[src/design/wdt_pkg.sv]
// Package of constants for the watchdog timeout control block
package wdt_pkg;
    // Configuration space placement of the control register
    localparam logic [7:0]  AUX_DEVICE_NUMBER  = 8'h08;
    localparam logic [7:0]  CONTROL_INDEX      = 8'hf4;
    // Wishbone byte addresses (word aligned, index times four)
    localparam logic [11:0] ADDR_CONTROL       = 12'h3d0;
    localparam logic [11:0] ADDR_UNITS_SELECT  = 12'h3c4;
    localparam logic [11:0] ADDR_TIMEOUT_COUNT = 12'h3c8;
    localparam logic [11:0] ADDR_IRQ_STATUS    = 12'h400;
    localparam logic [11:0] ADDR_IRQ_MASK      = 12'h404;
    localparam logic [11:0] ADDR_DEVICE_SELECT = 12'h408;
    // Field positions of the control and units select registers
    localparam int          CTRL_STATUS_BIT    = 0;
    localparam int          CTRL_FORCE_BIT     = 2;
    localparam int          CTRL_KBC_EN_BIT    = 3;
    localparam int          UNITS_SECONDS_BIT  = 7;
    // Interrupt status bits
    localparam int          IRQ_EXPIRY_BIT     = 0;
    localparam int          IRQ_FORCE_BIT      = 1;
    localparam int          IRQ_KBC_BIT        = 2;
    localparam int          IRQ_BITS           = 3;
    // Reset values
    localparam logic [7:0]  CONTROL_RESET      = 8'h00;
    localparam logic [7:0]  UNITS_RESET        = 8'h00;
    localparam logic [7:0]  COUNT_RESET        = 8'h00;
    localparam logic [2:0]  MASK_RESET         = 3'h0;
    // Time base
    localparam longint      CLOCK_HZ           = 25000000;
    localparam longint      SECOND_S           = 1;
    localparam longint      MINUTE_S           = 60;
    localparam longint      SECOND_CYCLES      = CLOCK_HZ * SECOND_S;
endpackage : wdt_pkg

[src/design/wdt_edge_detect.sv]
// Self-clearing rising edge detector for the keyboard trigger line
`timescale 1ns/100ps
module wdt_edge_detect
(
    // Clock and reset
    input  wire logic MCLK,
    input  wire logic RESET,
    // Line and result
    input  wire logic enable,
    input  wire logic line,
    output logic      pulse
);
    logic line_prev;
    logic next_line_prev;
    logic next_pulse;

    // One pulse per rising edge; a held high level never retriggers
    always_comb begin
        next_line_prev = line;
        next_pulse     = enable & line & ~line_prev;
    end

    // Registers; gating by enable drops all line activity when off
    always_ff @(posedge MCLK) begin
        if (RESET) begin
            line_prev <= 1'b1;
            pulse     <= 1'b0;
        end else begin
            line_prev <= next_line_prev;
            pulse     <= next_pulse;
        end
    end
endmodule : wdt_edge_detect

[src/design/wdt_timebase.sv]
// Timeout counter with minute or second units
`timescale 1ns/100ps
module wdt_timebase
    import wdt_pkg::*;
#(
    parameter longint SECOND_LEN = SECOND_CYCLES
)
(
    // Clock and reset
    input  wire logic       MCLK,
    input  wire logic       RESET,
    // Setup
    input  wire logic [7:0] count_value,
    input  wire logic       seconds_units,
    input  wire logic       restart,
    // Result
    output logic            expired
);
    logic [31:0] tick_count;
    logic [5:0]  sub_count;
    logic [7:0]  unit_count;
    logic        next_expired;
    logic [31:0] next_tick_count;
    logic [5:0]  next_sub_count;
    logic [7:0]  next_unit_count;
    logic        unit_done;

    // Prescaler to seconds, then to minutes when units select is clear
    always_comb begin
        next_tick_count = tick_count + 32'h1;
        next_sub_count  = sub_count;
        next_unit_count = unit_count;
        next_expired    = 1'b0;
        unit_done       = 1'b0;
        if (tick_count == 32'(SECOND_LEN - 1)) begin
            next_tick_count = 32'h0;
            if (seconds_units || sub_count == 6'(MINUTE_S - 1)) begin
                next_sub_count = 6'h0;
                unit_done      = 1'b1;
            end else begin
                next_sub_count = sub_count + 6'h1;
            end
        end
        if (unit_done) begin
            next_unit_count = unit_count + 8'h1;
        end
        // Zero count disables; expiry after count units, one pulse
        if (count_value != 8'h00 && unit_done && next_unit_count == count_value) begin
            next_expired = 1'b1;
        end
        if (restart || count_value == 8'h00 || next_expired) begin
            next_tick_count = 32'h0;
            next_sub_count  = 6'h0;
            next_unit_count = 8'h0;
        end
    end

    // Registers
    always_ff @(posedge MCLK) begin
        if (RESET) begin
            tick_count <= 32'h0;
            sub_count  <= 6'h0;
            unit_count <= 8'h0;
            expired    <= 1'b0;
        end else begin
            tick_count <= next_tick_count;
            sub_count  <= next_sub_count;
            unit_count <= next_unit_count;
            expired    <= next_expired;
        end
    end
endmodule : wdt_timebase

[src/design/watchdog_timeout_control.sv]
// Watchdog control register, timeout events and Wishbone slave
//
// Register access over Wishbone was left to the implementer.
`timescale 1ns/100ps
module watchdog_timeout_control
    import wdt_pkg::*;
#(
    parameter longint SECOND_LEN = SECOND_CYCLES
)
(
    // Clock and reset
    input  wire logic        MCLK,
    input  wire logic        RESET,
    // Wishbone slave
    input  wire logic        CYC_I,
    input  wire logic        STB_I,
    input  wire logic        WE_I,
    input  wire logic [11:0] ADR_I,
    input  wire logic [3:0]  SEL_I,
    input  wire logic [31:0] DAT_I,
    output logic [31:0]      DAT_O,
    output logic             ACK_O,
    // Keyboard controller trigger
    input  wire logic        KBC_TRIGGER_LINE,
    // Watchdog activity that restarts the count
    input  wire logic        WDT_RESTART,
    // Outputs
    output logic             WDT_TIMEOUT_EVENT,
    output logic             IRQ
);
    logic [7:0]          device_select;
    logic [7:0]          watchdog_control;
    logic [7:0]          watchdog_units_select_reg;
    logic [7:0]          watchdog_timeout_count;
    logic [IRQ_BITS-1:0] irq_status;
    logic [IRQ_BITS-1:0] irq_mask;
    logic                force_pending;
    logic                ack;
    logic [31:0]         read_data;

    logic [7:0]          next_device_select;
    logic [7:0]          next_watchdog_control;
    logic [7:0]          next_watchdog_units_select_reg;
    logic [7:0]          next_watchdog_timeout_count;
    logic [IRQ_BITS-1:0] next_irq_status;
    logic [IRQ_BITS-1:0] next_irq_mask;
    logic                next_force_pending;
    logic                next_ack;
    logic [31:0]         next_read_data;
    logic                next_event;

    logic                kbc_pulse;
    logic                expired;
    logic                bus_req;
    logic                wr_low;
    logic                aux_selected;
    logic [IRQ_BITS-1:0] event_vec;

    // Keyboard edge detector gated by the enable bit
    wdt_edge_detect u_edge (
        .MCLK   (MCLK),
        .RESET  (RESET),
        .enable (watchdog_control[CTRL_KBC_EN_BIT]),
        .line   (KBC_TRIGGER_LINE),
        .pulse  (kbc_pulse)
    );

    // Timeout counter
    wdt_timebase #(
        .SECOND_LEN (SECOND_LEN)
    ) u_timebase (
        .MCLK          (MCLK),
        .RESET         (RESET),
        .count_value   (watchdog_timeout_count),
        .seconds_units (watchdog_units_select_reg[UNITS_SECONDS_BIT]),
        .restart       (WDT_RESTART),
        .expired       (expired)
    );

    // Bus decode; a single-cycle ack, low byte lane only
    assign bus_req      = CYC_I & STB_I & ~ack;
    assign wr_low       = bus_req & WE_I & SEL_I[0];
    assign aux_selected = (device_select == AUX_DEVICE_NUMBER);
    assign event_vec    = {kbc_pulse, force_pending, expired};

    // Register next state
    always_comb begin
        next_device_select             = device_select;
        next_watchdog_control          = watchdog_control;
        next_watchdog_units_select_reg = watchdog_units_select_reg;
        next_watchdog_timeout_count    = watchdog_timeout_count;
        next_irq_mask                  = irq_mask;
        next_irq_status                = irq_status;
        next_force_pending             = 1'b0;
        next_ack                       = bus_req;
        next_read_data                 = 32'h0;
        // Force is OR of software and keyboard edge, plus expiry
        next_event = expired | force_pending | kbc_pulse;
        if (wr_low) begin
            case (ADR_I)
                ADDR_DEVICE_SELECT: next_device_select = DAT_I[7:0];
                ADDR_CONTROL: begin
                    if (aux_selected) begin
                        // Upper bits reserved, stored as zero
                        next_watchdog_control[CTRL_STATUS_BIT] = DAT_I[CTRL_STATUS_BIT];
                        next_watchdog_control[CTRL_KBC_EN_BIT] = DAT_I[CTRL_KBC_EN_BIT];
                        next_force_pending = DAT_I[CTRL_FORCE_BIT];
                    end
                end
                ADDR_UNITS_SELECT: begin
                    if (aux_selected) begin
                        next_watchdog_units_select_reg = DAT_I[7:0] & 8'h80;
                    end
                end
                ADDR_TIMEOUT_COUNT: begin
                    if (aux_selected) begin
                        next_watchdog_timeout_count = DAT_I[7:0];
                    end
                end
                ADDR_IRQ_STATUS: next_irq_status = irq_status & ~DAT_I[IRQ_BITS-1:0];
                ADDR_IRQ_MASK:   next_irq_mask   = DAT_I[IRQ_BITS-1:0];
                default:         next_irq_mask   = irq_mask;
            endcase
        end
        // Event wins over a write clearing the status in the same cycle
        if (next_event) begin
            next_watchdog_control[CTRL_STATUS_BIT] = 1'b1;
        end
        next_irq_status = next_irq_status | event_vec;
        if (bus_req && !WE_I) begin
            case (ADR_I)
                ADDR_DEVICE_SELECT: next_read_data = {24'h0, device_select};
                ADDR_CONTROL:       next_read_data = aux_selected ?
                                        {24'h0, watchdog_control} : 32'h0;
                ADDR_UNITS_SELECT:  next_read_data = aux_selected ?
                                        {24'h0, watchdog_units_select_reg} : 32'h0;
                ADDR_TIMEOUT_COUNT: next_read_data = aux_selected ?
                                        {24'h0, watchdog_timeout_count} : 32'h0;
                ADDR_IRQ_STATUS:    next_read_data = {29'h0, irq_status};
                ADDR_IRQ_MASK:      next_read_data = {29'h0, irq_mask};
                default:            next_read_data = 32'h0;
            endcase
        end
    end

    // State registers; reset stands in for the standby supply reset
    always_ff @(posedge MCLK) begin
        if (RESET) begin
            device_select             <= 8'h00;
            watchdog_control          <= CONTROL_RESET;
            watchdog_units_select_reg <= UNITS_RESET;
            watchdog_timeout_count    <= COUNT_RESET;
            irq_status                <= '0;
            irq_mask                  <= MASK_RESET;
            force_pending             <= 1'b0;
            ack                       <= 1'b0;
            read_data                 <= 32'h0;
            WDT_TIMEOUT_EVENT         <= 1'b0;
        end else begin
            device_select             <= next_device_select;
            watchdog_control          <= next_watchdog_control;
            watchdog_units_select_reg <= next_watchdog_units_select_reg;
            watchdog_timeout_count    <= next_watchdog_timeout_count;
            irq_status                <= next_irq_status;
            irq_mask                  <= next_irq_mask;
            force_pending             <= next_force_pending;
            ack                       <= next_ack;
            read_data                 <= next_read_data;
            WDT_TIMEOUT_EVENT         <= next_event;
        end
    end

    // Outputs
    assign ACK_O = ack;
    assign DAT_O = read_data;
    assign IRQ   = |(irq_status & irq_mask);
endmodule : watchdog_timeout_control

[config.mk]
export PLATFORM = sky130hd
export DESIGN_NAME = watchdog_timeout_control
export DESIGN_NICKNAME = d
export VERILOG_FILES = /design/src/design/wdt_pkg.sv /design/src/design/wdt_edge_detect.sv /design/src/design/wdt_timebase.sv /design/src/design/watchdog_timeout_control.sv
export SDC_FILE = /design/constraint.sdc
export NUM_CORES = 1
export LEC_CHECK = 0
export BUFFER_PORTS_ARGS = -buffer_cell sky130_fd_sc_hd__buf_2
export CAP_MARGIN = 20
export CORE_MARGIN = 3
export CORE_UTILIZATION = 40
export CTS_CLUSTER_SIZE = 28
export DETAILED_ROUTE_END_ITERATION = 8
export MAX_ROUTING_LAYER = met4
export PLACE_DENSITY = 0.73
export SLEW_MARGIN = 20
export SYNTH_ARGS = -nofsm -noshare
export SYNTH_HDL_FRONTEND = slang
export SYNTH_SLANG_ARGS = --single-unit
[constraint.sdc]
create_clock -name MCLK -period 2.4 [get_ports MCLK]
set_input_delay 0.24 -clock MCLK [delete_from_list [all_inputs] [get_ports MCLK]]
set_output_delay 0.24 -clock MCLK [all_outputs]
set_load 0.005 [all_outputs]
==> key figures <==
Power and ir drop
  • Leak: roughly 1.7 nW
  • Peak supply drop: between 0.3 and 0.4 mV
  • Total power draw: ~2.6 mW
  • Net Sw Power: approximately 0.54 mW
  • Internal power: 2.020 mW
  • Logic pwr share: 0.026
  • Sequential power share: 0.551
  • Pwr Density: 552.6 nW/um^2
  • Switch share: 0.2106
  • Clock power share: 0.422

Min path
  • Worst hold endpoint: u_edge.line_prev
  • Hold Crit Class: in2reg
  • Hold Path Depth: 2
  • Worst hold start: KBC_TRIGGER_LINE

Worst setup path
  • WS Path Type: reg2reg
  • Most used cell, CP: nor3_1
  • CP peak stage delay: 0.50 ns
  • Worst EP required: 2.63 ns
  • Endpoint type of the worst setup path: flop
  • CP max FO: 8
  • Worst reg2reg path endpoint: u_timebase.unit_count[2]
  • CP cell instances: nand3_2 -> nor3_1 -> xnor2_1 -> nor4_2 -> o2111a_2 -> nor3_1
  • Max stage delay cell, worst path: dfxtp_1
  • Reg-to-reg startpoint: u_timebase.unit_count[2]
  • Worst R2R Path Depth: 6
  • Flop-to-flop setup slack: between 0.2 and 0.25 ns
  • Worst setup SP type: flop
  • WP data arrival: 2.41 ns

Layout
  • Final Instance Area: 4629 sq um
  • Top reg by flops: u_timebase.tick_count
  • Most frequent cells in the layout: dfxtp_1 (85), nor2_1 (60), nand2_1 (44), buf_2 (38)
  • Area grow syn2layout: 11.11%
  • Final core utilization: 0.4651
  • Antenna cell count: 0
  • # nets final: 577
  • Max FFs per register: 32
  • Commonest non-fill, non-tap cell in the layout: dfxtp_1
  • Fin cells: 657
  • Fill cells: about 950
  • Layout cell share with drive strength beyond 1: 0.1527

STA
  • Tmin final: ~2.2 ns
  • Final Hold Fails: 0
  • Setup violators final: 0
  • Clk_skew: 0.01193 ns
  • F_max: 458.9 MHz
  • Worst slew pin tran: between 0.5 and 0.6 ns
  • Fin Hold WS: about 0.088 ns
  • Setup TNS Final: 0 ns
  • Worst relative slew slack: 0.6087
  • Final period util: 0.9079
  • Worst setup margin: 0.2211 ns
  • RSZ-0062 raised after global routing: false
  • Pins Over Slew Limit: 0

Synth
  • Post-synthesis cell count: between 400 and 500
  • #FFs+latches synth: 85
  • Register area share after synthesis: 0.4084
  • Synthesis Warnings: 0
  • Unique masters post-synth: 49
  • Syn_area_per_cell: a little under 9 sq um
  • Most used DFF post-synth: dfxtp_1
  • Post-Syn Area: about 4200 sq um
  • Number of flops mapped to enable cells by yosys: 0
  • Synth async-reset ratio: 0

Route
  • Wirelength per Cell: approximately 14 microns
  • Routed Antenna Nets: 0
  • Vias: 3,482
  • Drt drc: 0
  • WL final: 8.908 mm
  • 1st-iter DRT viols: ~220
  • Vias per std cell: 5.300
  • Pre-Repair DR Iteration Count: 7

Placement
  • I/O Buffers: 38
  • Post-DP Area: 4415 sq um
  • Dpl ws: 0.2462 ns
  • Post-DP HPWL: 6.444 mm
  • Placer congestion estimate: 0.8713
  • Dpl cells: 641

Floorplanning
  • Boundary pin count: 90
  • Row Count: 36
  • Initial Util: 0.4186
  • Core footprint: approximately 10000 sq um
  • Die Wd: 108.1 microns
  • Die area: 11,680 sq um
  • Chip height: 108.1 microns

Clock tree
  • Clock sink count: 85
  • CTS root buffer: clkbuf_8
  • Total setup buffers inserted after CTS: 0
  • Longest Clk Path Bufs: 2
  • H-tree levels: 3
  • Worst-Skew Late Latency: ~0.36 ns
  • CTS tree: yes
  • Clock-pin slew on the worst setup and hold paths: 0.07 ns
  • CTS Buf Count: 9

Global route
  • Met1 usage: 0.1903
  • GR peak layer: met2
  • Total gr overflow: 0
  • First-pass GRT wire length: around 15 mm
  • Vias in the first global route: 3,233
  • Largest net degree at the start of global routing: 33
  • Initial antenna violation count: 0
  • GR Util met2: 0.2718
  • GR Util All Layers: 0.1620
  • Met3 Resource Use GR: 0.04299

Job
  • Max-cap viol count: 0

Status
  • Status: finished, final reports clean
[metal layers]
metal / share of wire / wire, microns
met1: 0.44 / 3956
met2: 0.47 / 4179
met3: 0.070 / 622
met4: 0.017 / 149
met5: 0 / 0
[worst max-delay path: cells and delay by family (launching register included)]
| family | cells | cell delay [ns] |
|---|---|---|
| flops | 1 | 0.50 |
| xor+xnor | 1 | 0.17 |
| compound gates | 1 | 0.40 |
| simple gates | 4 | 1.00 |
[worst max-delay path by stage]
stage | start | endpoint | slack, ns | cells past startpoint
floorplan | u_timebase.tick_count[0] | u_timebase.unit_count[5] | 0.50 | 7
global placement | u_timebase.unit_count[2] | u_timebase.unit_count[2] | 0.31 | 6
detailed placement | u_timebase.unit_count[2] | u_timebase.unit_count[2] | 0.25 | 6
CTS | u_timebase.tick_count[0] | u_timebase.unit_count[2] | 0.23 | 6
global route | u_timebase.unit_count[2] | u_timebase.unit_count[2] | 0.07 | 6
finish | u_timebase.unit_count[2] | u_timebase.unit_count[2] | 0.22 | 6
[kinds of logic after synthesis]
logic type               synth area share
adder cells (fa/ha/maj)          0.009010
XOR/XNOR                           0.1009
AO/OA/AOI/OAI                     0.07147
AND/OR/NAND/NOR                    0.3123
buffers and inverters             0.06547
multiplexers                      0.03153
flip-flops                         0.4084
other                           0.0009000
[Yosys cell counts (all sizes together) (2+ instances only)]
cell type	instances	area [sq um]
nor3b	3	22.52
nand4	17	112.6
o21ai	6	30.02
and4b	2	20.02
and3	14	87.58
nor3	17	120.1
nor2	60	225.2
mux2i	12	120.1
and4	6	52.55
ha	3	37.54
nor4b	6	58.80
a22oi	4	30.03
nand2	44	165.2
nand3	34	175.2
o211ai	2	15.01
and2	9	56.31
nor4	14	121.4
clkbuf	13	51.30
inv	3	11.26
dfxtp	85	1702
a222oi	4	40.04
xor2	33	289.0
buf	30	210.2
or2	3	18.77
xnor2	15	131.4
a21oi	28	143.9
or3	5	36.28
[area by class of cell]
type,instances,area (sq um),area share
Multi-Input combinational cell,373,2285,0.4935
Timing Repair Buffer,47,257.7,0.05568
Clock inverter,4,72.57,0.01568
Sequential cell,85,1702,0.3676
Clock buffer,12,135.1,0.02919
Inverter,3,11.26,0.002432
Tap cell,133,166.4,0.03595
[timing repair]
action,4_1_cts,5_1_grt
hold buffers,0,0
endpoints found under the setup margin,0,7
resized for setup,0,1
[power groups by stage]
| stage | Clock (mW) | Sequential, mW | Combinational [mW] |
|---|---|---|---|
| after CTS | 1.10 | 1.41 | 0.0655 |
| after floorplan | 0 | 1.44 | 0.0544 |
| after global placement | 0 | 1.44 | 0.0644 |
| after global routing | 1.16 | 1.41 | 0.0756 |
| after detailed placement | 0 | 1.44 | 0.0652 |
| final | 1.08 | 1.41 | 0.0667 |
Power figures use the tool's default switching activity.
